--- src/hdl/probe_route_pkg.sv ---
package probe_route_pkg;
   // configuration byte addresses
   localparam logic [7:0] ADDR_BUS_ENABLE = 8'h17;
   localparam logic [7:0] ADDR_MODE = 8'hF0;
   localparam logic [7:0] ADDR_MAP_COUNT = 8'hF3;
   localparam logic [7:0] ADDR_PAD_MAP = 8'hF4;
   localparam logic [7:0] ADDR_DAC_ONE = 8'hF8;
   localparam logic [7:0] ADDR_DAC_TWO = 8'hF9;
   // field layout of a pad map byte
   localparam int PAD_SEL_LSB = 4;
   localparam int BIT_SEL_LSB = 0;
   localparam logic [3:0] BIT_SEL_CLOCK = 4'h8;
   localparam logic [3:0] PAD_LAST = 4'h3;
   // probe bus mode codes
   localparam logic [7:0] MODE_ANALOG = 8'h01;
   localparam logic [7:0] MODE_DIGITAL = 8'h02;
   // reset values and pad and map counts
   localparam logic [7:0] RST_BYTE = 8'h00;
   localparam logic [31:0] RST_MAP = 32'h0000_0000;
   localparam int NUM_PADS = 4;
   localparam int NUM_MAPS = 4;

   // pad order: 0 power request, 1 aux two, 2 download request, 3 aux one
   typedef enum logic [1:0] {
      CMD_NONE = 2'b00,
      CMD_DIGITAL = 2'b01,
      CMD_ANALOG = 2'b10
   } probe_cmd_t;

   typedef struct packed {
      logic [7:0] addr;
      logic [7:0] wdata;
      logic we;
   } cfg_wr_t;

   typedef struct packed {
      logic [7:0] bus_enable;
      logic [7:0] probe_bus_mode;
      logic [7:0] pad_map_count;
      logic [31:0] pad_probe_map;
      logic [7:0] dac_one_source;
      logic [7:0] dac_two_source;
   } cfg_regs_t;

   typedef struct packed {
      logic [3:0] pad_val;
      logic [3:0] pad_oe;
      logic analog_on;
      logic [7:0] dac_one_word;
      logic [7:0] dac_two_word;
      logic [7:0] rdata;
   } route_out_t;
endpackage : probe_route_pkg

--- src/hdl/debug_testbus_routing.sv ---
// Operation
// - no probe routing without bus enable byte
// - two analog or four digital probes max
// - analog probes come from two DAC words
// - digital and analog commands configure separately
// - map upper nibble picks the pad
// - lower nibble picks bus bit, eight clock
// - four byte read/write pad map area
// - first DAC drives the power request pad
// - second DAC drives auxiliary pad two
// - only pad_map_count map entries apply
// - mode one analog, mode two digital
`timescale 1ns/1ps
module debug_testbus_routing (
   // clock and reset
   input wire logic clk_i,
   input wire logic rst_i,
   // configuration port
   input wire logic [7:0] cfg_addr_i,
   input wire logic [7:0] cfg_wdata_i,
   input wire logic cfg_we_i,
   input wire logic [1:0] probe_cmd_i,
   output logic [7:0] cfg_rdata_o,
   // internal sources
   input wire logic [7:0] probe_bus_i,
   input wire logic clk13_i,
   input wire logic [3:0] func_val_i,
   input wire logic [3:0] func_oe_i,
   input wire logic [7:0] dsp_word_one_i,
   input wire logic [7:0] dsp_word_two_i,
   // pads and DAC
   output logic [3:0] pad_val_o,
   output logic [3:0] pad_oe_o,
   output logic analog_on_o,
   output logic [7:0] dac_one_word_o,
   output logic [7:0] dac_two_word_o
);

   typedef struct packed {
      probe_route_pkg::cfg_regs_t cfg;
      probe_route_pkg::route_out_t out;
   } state_t;

   // reset image of the whole state; outputs stay low until the first edge
   localparam state_t STATE_RST = '{
      cfg: '{
         bus_enable: probe_route_pkg::RST_BYTE,
         probe_bus_mode: probe_route_pkg::RST_BYTE,
         pad_map_count: probe_route_pkg::RST_BYTE,
         pad_probe_map: probe_route_pkg::RST_MAP,
         dac_one_source: probe_route_pkg::RST_BYTE,
         dac_two_source: probe_route_pkg::RST_BYTE
      },
      out: '0
   };

   state_t s_q;
   state_t s_d;
   probe_route_pkg::cfg_wr_t wr;

   function automatic logic [7:0] map_byte(input logic [31:0] m, input int i);
      map_byte = m[i*8 +: 8];
   endfunction : map_byte

   // byte address of pad map entry i; shared by the write and the read decode
   function automatic logic map_hit(input logic [7:0] a, input int i);
      map_hit = (a == probe_route_pkg::ADDR_PAD_MAP + 8'(i));
   endfunction : map_hit

   assign wr = '{addr: cfg_addr_i, wdata: cfg_wdata_i, we: cfg_we_i};

   ////////////////////////////////////////////////////////////////////////////
   always_comb begin
      logic en;
      logic dig;
      logic ana;
      logic [7:0] mb;
      logic [3:0] pad;
      logic [3:0] bsel;
      int j;
      en = 1'b0;
      dig = 1'b0;
      ana = 1'b0;
      mb = 8'h00;
      pad = 4'h0;
      bsel = 4'h0;
      j = 0;
      s_d = s_q;
      if (wr.we) begin
         unique case (wr.addr)
            probe_route_pkg::ADDR_BUS_ENABLE: s_d.cfg.bus_enable = wr.wdata;
            probe_route_pkg::ADDR_MODE: s_d.cfg.probe_bus_mode = wr.wdata;
            probe_route_pkg::ADDR_MAP_COUNT: s_d.cfg.pad_map_count = wr.wdata;
            probe_route_pkg::ADDR_DAC_ONE: s_d.cfg.dac_one_source = wr.wdata;
            probe_route_pkg::ADDR_DAC_TWO: s_d.cfg.dac_two_source = wr.wdata;
            default: begin
               // four map bytes at consecutive addresses
               for (j = 0; j < probe_route_pkg::NUM_MAPS; j++) begin
                  if (map_hit(wr.addr, j)) begin
                     s_d.cfg.pad_probe_map[j*8 +: 8] = wr.wdata;
                  end
               end
            end
         endcase
      end
      // a command overrides the stored mode for its own probe type
      if (probe_cmd_i == probe_route_pkg::CMD_DIGITAL) begin
         s_d.cfg.probe_bus_mode = probe_route_pkg::MODE_DIGITAL;
      end else if (probe_cmd_i == probe_route_pkg::CMD_ANALOG) begin
         s_d.cfg.probe_bus_mode = probe_route_pkg::MODE_ANALOG;
      end
      // routing uses the settled configuration, one cycle behind a write
      en = s_q.cfg.bus_enable[0];
      dig = en && (s_q.cfg.probe_bus_mode == probe_route_pkg::MODE_DIGITAL);
      ana = en && (s_q.cfg.probe_bus_mode == probe_route_pkg::MODE_ANALOG);
      s_d.out.pad_val = func_val_i;
      s_d.out.pad_oe = func_oe_i;
      if (dig) begin
         for (j = 0; j < probe_route_pkg::NUM_MAPS; j++) begin
            mb = map_byte(s_q.cfg.pad_probe_map, j);
            pad = mb[probe_route_pkg::PAD_SEL_LSB +: 4];
            bsel = mb[probe_route_pkg::BIT_SEL_LSB +: 4];
            // reserved pad codes and bit codes above eight are ignored
            if (8'(j) < s_q.cfg.pad_map_count && pad <= probe_route_pkg::PAD_LAST
                && bsel <= probe_route_pkg::BIT_SEL_CLOCK) begin
               s_d.out.pad_oe[pad[1:0]] = 1'b1;
               s_d.out.pad_val[pad[1:0]] = (bsel == probe_route_pkg::BIT_SEL_CLOCK) ?
                  clk13_i : probe_bus_i[bsel[2:0]];
            end
         end
      end
      s_d.out.analog_on = ana;
      // pad 0 and pad 1 are handed to the two DACs; digital drive released
      if (ana) begin
         s_d.out.pad_oe[0] = 1'b0;
         s_d.out.pad_oe[1] = 1'b0;
         s_d.out.pad_val[0] = 1'b0;
         s_d.out.pad_val[1] = 1'b0;
      end
      // source byte picks which data word feeds each DAC
      s_d.out.dac_one_word = !ana ? 8'h00 :
         (s_q.cfg.dac_one_source[0] ? dsp_word_two_i : dsp_word_one_i);
      s_d.out.dac_two_word = !ana ? 8'h00 :
         (s_q.cfg.dac_two_source[0] ? dsp_word_two_i : dsp_word_one_i);
      unique case (cfg_addr_i)
         probe_route_pkg::ADDR_BUS_ENABLE: s_d.out.rdata = s_q.cfg.bus_enable;
         probe_route_pkg::ADDR_MODE: s_d.out.rdata = s_q.cfg.probe_bus_mode;
         probe_route_pkg::ADDR_MAP_COUNT: s_d.out.rdata = s_q.cfg.pad_map_count;
         probe_route_pkg::ADDR_DAC_ONE: s_d.out.rdata = s_q.cfg.dac_one_source;
         probe_route_pkg::ADDR_DAC_TWO: s_d.out.rdata = s_q.cfg.dac_two_source;
         default: begin
            s_d.out.rdata = 8'h00;
            for (j = 0; j < probe_route_pkg::NUM_MAPS; j++) begin
               if (map_hit(cfg_addr_i, j)) begin
                  s_d.out.rdata = map_byte(s_q.cfg.pad_probe_map, j);
               end
            end
         end
      endcase
   end

   ////////////////////////////////////////////////////////////////////////////
   always_ff @(posedge clk_i or posedge rst_i) begin
      if (rst_i) begin
         s_q <= STATE_RST;
      end else begin
         s_q <= s_d;
      end
   end

   assign cfg_rdata_o = s_q.out.rdata;
   assign pad_val_o = s_q.out.pad_val;
   assign pad_oe_o = s_q.out.pad_oe;
   assign analog_on_o = s_q.out.analog_on;
   assign dac_one_word_o = s_q.out.dac_one_word;
   assign dac_two_word_o = s_q.out.dac_two_word;

   ////////////////////////////////////////////////////////////////////////////
   chk_disabled_passthru: assert property (@(posedge clk_i) disable iff (rst_i)
      !s_q.cfg.bus_enable[0] ##1 1'b1 |-> pad_oe_o == $past(func_oe_i))
      else $error("pads altered while probe bus disabled");
   chk_dac_off_digital: assert property (@(posedge clk_i) disable iff (rst_i)
      !analog_on_o |-> dac_one_word_o == 8'h00 && dac_two_word_o == 8'h00)
      else $error("dac active outside analog mode");
   chk_cmd_digital: assert property (@(posedge clk_i) disable iff (rst_i)
      probe_cmd_i == probe_route_pkg::CMD_DIGITAL |=>
         s_q.cfg.probe_bus_mode == probe_route_pkg::MODE_DIGITAL)
      else $error("digital command not applied");
   chk_cmd_analog: assert property (@(posedge clk_i) disable iff (rst_i)
      probe_cmd_i == probe_route_pkg::CMD_ANALOG |=>
         s_q.cfg.probe_bus_mode == probe_route_pkg::MODE_ANALOG)
      else $error("analog command not applied");
   chk_analog_mode: assert property (@(posedge clk_i) disable iff (rst_i)
      s_q.cfg.bus_enable[0] && s_q.cfg.probe_bus_mode == probe_route_pkg::MODE_ANALOG
         |=> analog_on_o)
      else $error("analog mode not entered");
   chk_analog_pads: assert property (@(posedge clk_i) disable iff (rst_i)
      analog_on_o |-> pad_oe_o[1:0] == 2'b00)
      else $error("digital drive on dac pads");
   chk_zero_count: assert property (@(posedge clk_i) disable iff (rst_i)
      s_q.cfg.pad_map_count == 8'h00 ##1 1'b1 |-> pad_oe_o == $past(func_oe_i) || analog_on_o)
      else $error("map applied with zero count");
   chk_map_write: assert property (@(posedge clk_i) disable iff (rst_i)
      cfg_we_i && cfg_addr_i == probe_route_pkg::ADDR_PAD_MAP |=>
         s_q.cfg.pad_probe_map[7:0] == $past(cfg_wdata_i))
      else $error("pad map byte not stored");
   chk_dac_two_src: assert property (@(posedge clk_i) disable iff (rst_i)
      cfg_we_i && cfg_addr_i == probe_route_pkg::ADDR_DAC_TWO && probe_cmd_i == 2'b00 |=>
         s_q.cfg.dac_two_source == $past(cfg_wdata_i))
      else $error("dac two source not stored");
   chk_dac_one_src: assert property (@(posedge clk_i) disable iff (rst_i)
      cfg_we_i && cfg_addr_i == probe_route_pkg::ADDR_DAC_ONE |=>
         s_q.cfg.dac_one_source == $past(cfg_wdata_i))
      else $error("dac one source not stored");

   // configuration bytes land at the edge that takes the write
   chk_enable_write: assert property (@(posedge clk_i) disable iff (rst_i)
      cfg_we_i && cfg_addr_i == probe_route_pkg::ADDR_BUS_ENABLE |=>
         s_q.cfg.bus_enable == $past(cfg_wdata_i))
      else $error("enable byte not stored");
   chk_count_write: assert property (@(posedge clk_i) disable iff (rst_i)
      cfg_we_i && cfg_addr_i == probe_route_pkg::ADDR_MAP_COUNT |=>
         s_q.cfg.pad_map_count == $past(cfg_wdata_i))
      else $error("map count not stored");
   // a command in the same cycle overrides the written mode
   chk_mode_write: assert property (@(posedge clk_i) disable iff (rst_i)
      cfg_we_i && cfg_addr_i == probe_route_pkg::ADDR_MODE
         && probe_cmd_i == probe_route_pkg::CMD_NONE |=>
         s_q.cfg.probe_bus_mode == $past(cfg_wdata_i))
      else $error("mode byte not stored");
   chk_mode_holds: assert property (@(posedge clk_i) disable iff (rst_i)
      !cfg_we_i && probe_cmd_i == probe_route_pkg::CMD_NONE |=>
         $stable(s_q.cfg.probe_bus_mode))
      else $error("mode changed without write or command");
   chk_map_write_mid: assert property (@(posedge clk_i) disable iff (rst_i)
      cfg_we_i && cfg_addr_i == probe_route_pkg::ADDR_PAD_MAP + 8'h01 |=>
         s_q.cfg.pad_probe_map[15:8] == $past(cfg_wdata_i))
      else $error("second pad map byte not stored");
   chk_map_write_top: assert property (@(posedge clk_i) disable iff (rst_i)
      cfg_we_i && cfg_addr_i == probe_route_pkg::ADDR_PAD_MAP + 8'h03 |=>
         s_q.cfg.pad_probe_map[31:24] == $past(cfg_wdata_i))
      else $error("last pad map byte not stored");

   // read data is the byte addressed one cycle earlier
   chk_read_enable: assert property (@(posedge clk_i) disable iff (rst_i)
      cfg_addr_i == probe_route_pkg::ADDR_BUS_ENABLE |=>
         cfg_rdata_o == $past(s_q.cfg.bus_enable))
      else $error("enable byte read back wrong");
   chk_read_count: assert property (@(posedge clk_i) disable iff (rst_i)
      cfg_addr_i == probe_route_pkg::ADDR_MAP_COUNT |=>
         cfg_rdata_o == $past(s_q.cfg.pad_map_count))
      else $error("map count read back wrong");
   chk_read_map: assert property (@(posedge clk_i) disable iff (rst_i)
      cfg_addr_i == probe_route_pkg::ADDR_PAD_MAP |=>
         cfg_rdata_o == $past(s_q.cfg.pad_probe_map[7:0]))
      else $error("pad map read back wrong");
   chk_read_mode: assert property (@(posedge clk_i) disable iff (rst_i)
      cfg_addr_i == probe_route_pkg::ADDR_MODE |=>
         cfg_rdata_o == $past(s_q.cfg.probe_bus_mode))
      else $error("mode byte read back wrong");
   chk_read_dac_one: assert property (@(posedge clk_i) disable iff (rst_i)
      cfg_addr_i == probe_route_pkg::ADDR_DAC_ONE |=>
         cfg_rdata_o == $past(s_q.cfg.dac_one_source))
      else $error("dac one source read back wrong");

   // each dac follows the data word its source byte picks, one cycle behind
   chk_dac_one_word: assert property (@(posedge clk_i) disable iff (rst_i)
      s_q.cfg.bus_enable[0] && s_q.cfg.probe_bus_mode == probe_route_pkg::MODE_ANALOG
         && !s_q.cfg.dac_one_source[0] |=> dac_one_word_o == $past(dsp_word_one_i))
      else $error("dac one word not converted");
   chk_dac_two_word: assert property (@(posedge clk_i) disable iff (rst_i)
      s_q.cfg.bus_enable[0] && s_q.cfg.probe_bus_mode == probe_route_pkg::MODE_ANALOG
         && s_q.cfg.dac_two_source[0] |=> dac_two_word_o == $past(dsp_word_two_i))
      else $error("dac two word not converted");
   chk_disabled_no_dac: assert property (@(posedge clk_i) disable iff (rst_i)
      !s_q.cfg.bus_enable[0] |=> !analog_on_o)
      else $error("analog probing while disabled");
   chk_digital_no_analog: assert property (@(posedge clk_i) disable iff (rst_i)
      s_q.cfg.probe_bus_mode == probe_route_pkg::MODE_DIGITAL |=> !analog_on_o)
      else $error("analog probing in digital mode");

   // pads left out of the probe routing keep their normal function
   chk_func_val_pass: assert property (@(posedge clk_i) disable iff (rst_i)
      !s_q.cfg.bus_enable[0] ##1 1'b1 |-> pad_val_o == $past(func_val_i))
      else $error("pad values altered while disabled");
   chk_reserved_pad: assert property (@(posedge clk_i) disable iff (rst_i)
      s_q.cfg.bus_enable[0] && s_q.cfg.probe_bus_mode == probe_route_pkg::MODE_DIGITAL
         && s_q.cfg.pad_map_count == 8'h01
         && s_q.cfg.pad_probe_map[7:4] > probe_route_pkg::PAD_LAST |=>
         pad_oe_o == $past(func_oe_i))
      else $error("reserved pad code routed");
   chk_analog_func_pads: assert property (@(posedge clk_i) disable iff (rst_i)
      analog_on_o |-> pad_oe_o[3:2] == $past(func_oe_i[3:2]))
      else $error("non dac pads altered in analog mode");

   // main scenarios
   cov_digital: cover property (@(posedge clk_i) disable iff (rst_i) |pad_oe_o && !analog_on_o
      && s_q.cfg.bus_enable[0]);
   cov_analog: cover property (@(posedge clk_i) disable iff (rst_i) analog_on_o);
   cov_clock_pad: cover property (@(posedge clk_i) disable iff (rst_i)
      s_q.cfg.pad_probe_map[3:0] == probe_route_pkg::BIT_SEL_CLOCK && s_q.cfg.bus_enable[0]);
   cov_reserved_skip: cover property (@(posedge clk_i) disable iff (rst_i)
      s_q.cfg.pad_probe_map[7:4] > probe_route_pkg::PAD_LAST && s_q.cfg.bus_enable[0]);
   cov_mode_write: cover property (@(posedge clk_i) disable iff (rst_i)
      cfg_we_i && cfg_addr_i == probe_route_pkg::ADDR_MODE);
endmodule : debug_testbus_routing

--- config.mk ---
export PLATFORM = sky130hd
export DESIGN_NAME = debug_testbus_routing
export DESIGN_NICKNAME = d
export VERILOG_FILES = /design/src/hdl/probe_route_pkg.sv /design/src/hdl/debug_testbus_routing.sv
export SDC_FILE = /design/constraint.sdc
export NUM_CORES = 1
export LEC_CHECK = 0
export BUFFER_PORTS_ARGS = -buffer_cell sky130_fd_sc_hd__buf_4
export CAP_MARGIN = 20
export CELL_PAD_IN_SITES_DETAIL_PLACEMENT = 2
export CELL_PAD_IN_SITES_GLOBAL_PLACEMENT = 2
export CORE_MARGIN = 10
export CORE_UTILIZATION = 41
export CTS_CLUSTER_SIZE = 12
export DETAILED_ROUTE_END_ITERATION = 7
export PLACE_DENSITY = 0.85
export SLEW_MARGIN = 10
export SYNTH_ARGS = -nofsm -noshare
export SYNTH_HDL_FRONTEND = slang
export SYNTH_SLANG_ARGS = --single-unit
--- constraint.sdc ---
create_clock -name clk_i -period 6.1 [get_ports clk_i]
set_input_delay 0.61 -clock clk_i [delete_from_list [all_inputs] [get_ports clk_i]]
set_output_delay 0.61 -clock clk_i [all_outputs]
set_load 0.01 [all_outputs]
Word-level counts from Yosys, hierarchy flattened
Index checks and enable logic that the tools add are counted.
{"block": "totals", "romBits": 0, "n_memories": 0, "input_bits": 54, "reg_bits": 105, "latchBits": 0, "mem_bits_rw": 0, "output_inout_bits": 33}
{"block": "classes", "n_reduce_logical": 26, "div": 0, "n_mux": 55, "bitwise": 5, "order_cmp": 24, "n_mul": 0, "eq_ne": 17, "shifts": 0, "add_sub_neg": 0}
{"op": "two-way mux 8 bit", "count": 26}
{"op": "equality test 8 bit (second input constant)", "count": 8}
{"op": "two-way mux 64 bit", "count": 1}
{"op": "one-hot mux 8 bit (5 select lines)", "count": 1}
{"op": "two-way mux 32 bit", "count": 1}
{"op": "bitwise mux 4 bit", "count": 4}
{"op": "equality test 4 bit (second input constant)", "count": 4}
{"op": "<= comparator 4 x 2 -> 1 bit (second input constant)", "count": 4}
{"op": "<= comparator 4 bit (second input constant)", "count": 4}
{"op": "less-than comparator 1 x 8 -> 1 bit (first input constant)", "count": 2}
{"op": "less-than comparator 2 x 8 -> 1 bit (first input constant)", "count": 2}
{"op": "less-than comparator 3 x 4 -> 1 bit (second input constant)", "count": 4}
{"op": "OR 4 bit", "count": 4}
{"op": "logical AND 1 bit", "count": 14}
{"op": "binary-select mux 1 bit (select 3 bit)", "count": 4}
{"op": "less-than comparator 2 x 3 -> 1 bit (second input constant)", "count": 4}
{"op": "two-way mux 1 bit", "count": 12}
{"op": "AND reduction 3 bit", "count": 4}
{"op": "AND reduction 2 bit", "count": 5}
{"op": "demux 1 bit (select 2 bit)", "count": 4}
{"op": "equality test 8 x 1 -> 1 bit (second input constant)", "count": 1}
{"op": "equality test 8 x 2 -> 1 bit (second input constant)", "count": 1}
{"op": "equality test 8 x 5 -> 1 bit (second input constant)", "count": 1}
{"op": ">= comparator 2 x 1 -> 1 bit (second input constant)", "count": 4}
{"op": "other kinds (6)", "count": 8}

Depth between registers and ports, before layout
{"block": "depth", "depth_word": 17, "mapped_depth": 7, "mapped_depth_nobuf": 6}

Worst setup path after synthesis
OpenSTA, ideal clock, no wires.
{"block": "synth_path", "kind": "input port to flip-flop", "startpoint": "input cfg_addr_i[5]", "endpoint": "register s_q[100] (netlist name)", "path_stages": 4, "arrival_time_ns": 2.181, "slack_ns": 3.795, "path_cell_list": "or4b_2 nor3_2 nand2_1 mux2_2"}
{"block": "synth_between", "elab_chain_cells": 2}
{"element": "start, declared", "line_no": "debug_testbus_routing.sv:19", "rtl": "input wire logic [7:0] cfg_addr_i,"}
{"element": "equality test 8 x 5 -> 1 bit"}
{"element": "AND reduction 2 bit (no line)"}
{"element": "end signal, assigned", "line_no": "debug_testbus_routing.sv:165", "rtl": "s_q <= STATE_RST;"}
{"element": "end signal, assigned", "line_no": "debug_testbus_routing.sv:167", "rtl": "s_q <= s_d;"}
{"element": "end, declared", "line_no": "debug_testbus_routing.sv:57", "rtl": "state_t s_q;"}
Every way passes these cells.
A chain may end at the register's enable or synchronous reset.

Worst setup path after layout
{"block": "layout_path", "startpoint": "input cfg_addr_i[5]", "endpoint": "register s_q[98] (netlist name)"}
The elaborated chain is that of the path after synthesis.

==> impl_metrics.yaml <==
logic_synthesis:
  synth.top_cell.area_share_pct: 48.0
  yosys-top-cells-area: "dfrtp_1 (48%), mux2_2 (14%), mux2i_1 (4.6%)"
  synth_nets: 515
  synth-seq-area-share_pct: 48.0
  avgSynthCellArea_sq_um: 11.9
  yosysMostFrequentCell: "dfrtp_1"
  yosys_warnings: 0
  syn_area_sq_um: 5470
  synth_common_cells: "dfrtp_1 (105), mux2_2 (67), nand2_1 (33), buf_4 (32), nor2_1 (30)"
  synth_edf_count: 0
  ys_ff_latch: 105
  synth_cell_types: 58
  synth_top_area_cell: "dfrtp_1"
  synth_ff_type: "dfrtp_1"
  synth_cells: 459
  synthArstFlopShare_pct: 100
timing:
  hold_viol_final: 0
  finClkSkew_ps: 9.08
  min_period_ps: 2710
  grt_setup_unrepaired: "false"
  slew_headroom_pct: 31.2
  drv_slew: 0
  period_share_pct: 44.4
  setup_viol: 0
  max_clock_freq_mhz: 369
  finalSetupTns_ps: 0
  setup_slack_ps: 3390
  worst_pin_slew_ps: 1020
grt:
  grt-ovfl-total: 0
  grt_pass1_vias: 4666
  grt_max_degree: 82
  grt_pass1_wl_microns: 28400
  grt_use_total_pct: 20.1
  grt_antenna_before_repair: 0
setup_path:
  end_kind: "register"
  worstSetupPathType: "input port to register"
  reg2reg_slack_ps: 3510
  required_ps: 6340
  start_kind: "input port"
  critPathMaxStageDelay_ps: 670
  path_cells: "buf_4 -> or4b_2 -> nor3_2 -> nand2_1 -> mux2_2"
  crit_path_top_delay_cell: "or4b_2"
  crit_arrival_ps: 2950
  crit_fanout: 9
detailed_routing:
  detail_route.vias_per_cell: 6.16
  first_pass_iters: 5
  post_drt_wl_per_cell_microns: 26.8
  dr.first_iter.drc_count: 383
  drt_wl_total_microns: 18600
  vias: 4272
  ant_nets: 0
  drc_errors: 0
job:
  drv_cap: 0
placed_design:
  dpl_worst_slack_ps: 3210
  dp_hpwl_microns: 12900
  place_congestion: 0.872
  port_buffers: 86
die:
  dieArea_sq_um: 18400
  ios: 87
  core_area_sq_um: 13100
  die_y_microns: 136
  initial_core_util_pct: 41.6
  die_w_microns: 136
  row_count: 42
clock_network:
  cts_buffer_depth: 2
  tritoncts: "done"
  clk_latency_ps: 360
  cts_hold_buf: 0
  cts_root_buf: "clkbuf_16"
  numCtsBuffers: 9
  clock_sinks: 105
  cts_resized: 0
  htreeDepth: 3
  post_cts_buffers: 0
  clkTransAtPathRegs_ps: 70
cells_and_area:
  antenna_cells: 0
  drive_gt1_share_pct: 37.5
  postLayoutCoreUtil_pct: 48.7
  final_nets: 569
  syn2layout_area_growth_pct: 17.0
pwr:
  netSwitchingPower_uw: 442
  switching_share_pct: 27.6
  irDropWorstVdd_mv: 0.152
  power.density_nw_per_um2: 250
  seqPwrFrac_pct: 48.3
  intPower_mw: 1.16
  combPwrFrac_pct: 13.4
  clockPowerShare_pct: 38.3
  leakage_nw: 3.02
run_status:
  status: "finished clean"
min_path:
  hold_path.class: "input port to async pin"
power by group through the flow:
stage	Sequential [mW]	Combinational, mW	Clock [mW]
floorplan	0.761	0.132	0
global placement	0.779	0.195	0
detailed placement	0.783	0.207	0
finish	0.773	0.215	0.613
CTS	0.771	0.211	0.626
global route	0.777	0.233	0.656
layout by cell type, fill, tap and decap left out, types with 2 or more instances in the layout:
cell and instances:
inv_1 11, a222oi_1 16, o31a_1 5, nand2b_1 2
or3_1 2, a21o_1 3, and4_1 2, buf_4 90
o21ai_0 9, o31ai_1 4, clkbuf_16 9, nand4b_1 2
o41ai_1 2, or4_1 2, a21oi_1 3, a2111oi_0 4
mux2_2 67, mux2i_1 25, nand3_1 4, a31oi_1 6
nand3b_1 2, o211ai_1 3, nand4_1 2, nor4b_1 4
ha_1 2, a41oi_1 4, nor2b_1 3, nor3b_1 6
and3b_1 2, nor2_1 30, o22ai_1 2, mux4_2 11
nor3_1 6, nand2_1 33, nor4_1 2, and3_1 4
dfrtp_1 105
final cells by class:
cell class | count | area (sq um)
clock buffers | 11 | 243
inverters | 12 | 47.5
fillers | 1305 | 6740
repair buffers | 91 | 703
clock inverters | 5 | 62.6
flip-flops and latches | 105 | 2630
well taps | 176 | 220
multi-input cells | 294 | 2500
metrics by stage:
step	cells	instance area, sq um	power [mW]	hold WS, ps
detailed placement	676	6060	0.990	502
global placement	676	6060	0.974	488
global route	694	6400	1.67	234
floorplan	459	5470	0.892	459
CTS	692	6370	1.61	221
finish	694	6400	1.60	217
sequential cells by signal (all words and copies together), names as in the netlist:
| name | cells |
|---|---|
| s_q | 72 |
| pad_oe_o | 4 |
| analog_on_o | 1 |
| pad_val_o | 4 |
| dac_one_word_o | 8 |
| cfg_rdata_o | 8 |
| dac_two_word_o | 8 |
worst max-delay path, delay by kind of cell:
family | cells | cell delay [ps]
AND/OR/NAND/NOR | 3 | 1780
multiplexers | 1 | 440
buffers and inverters | 1 | 110
final timing paths:
check                              startpoint           end  cells after the start
worst min-delay path                    rst_i   pad_oe_o[1]                      2
worst min register to register        s_q[35]       s_q[35]                      1
worst max register to register        s_q[96]  pad_val_o[1]                      5
max in group asynchronous               rst_i       s_q[64]                      4
min in group clk_i               func_oe_i[2]   pad_oe_o[2]                      2
worst max-delay path            cfg_addr_i[5]       s_q[98]                      5
cells by family after synthesis:
kind of cell    count (synthesis)  synth area share, %
buf+inv                        60                 6.31
fa+ha+maj                       2                0.457
mux                           103                 22.9
simple gates                  117                 11.6
compound gates                 72                 10.7
flops                         105                 48.0
metal layers:
layer  vias to the layer above  wire length [microns]  global-route usage (%)
li1                       1822                      -                       -
met1                      2231                   7680                    24.5
met2                       193                   9430                    33.9
met3                        26                   1130                    4.38
met4                         0                    378                    8.07
met5                         -                      0                       0
(Power assumes the default switching activity.)
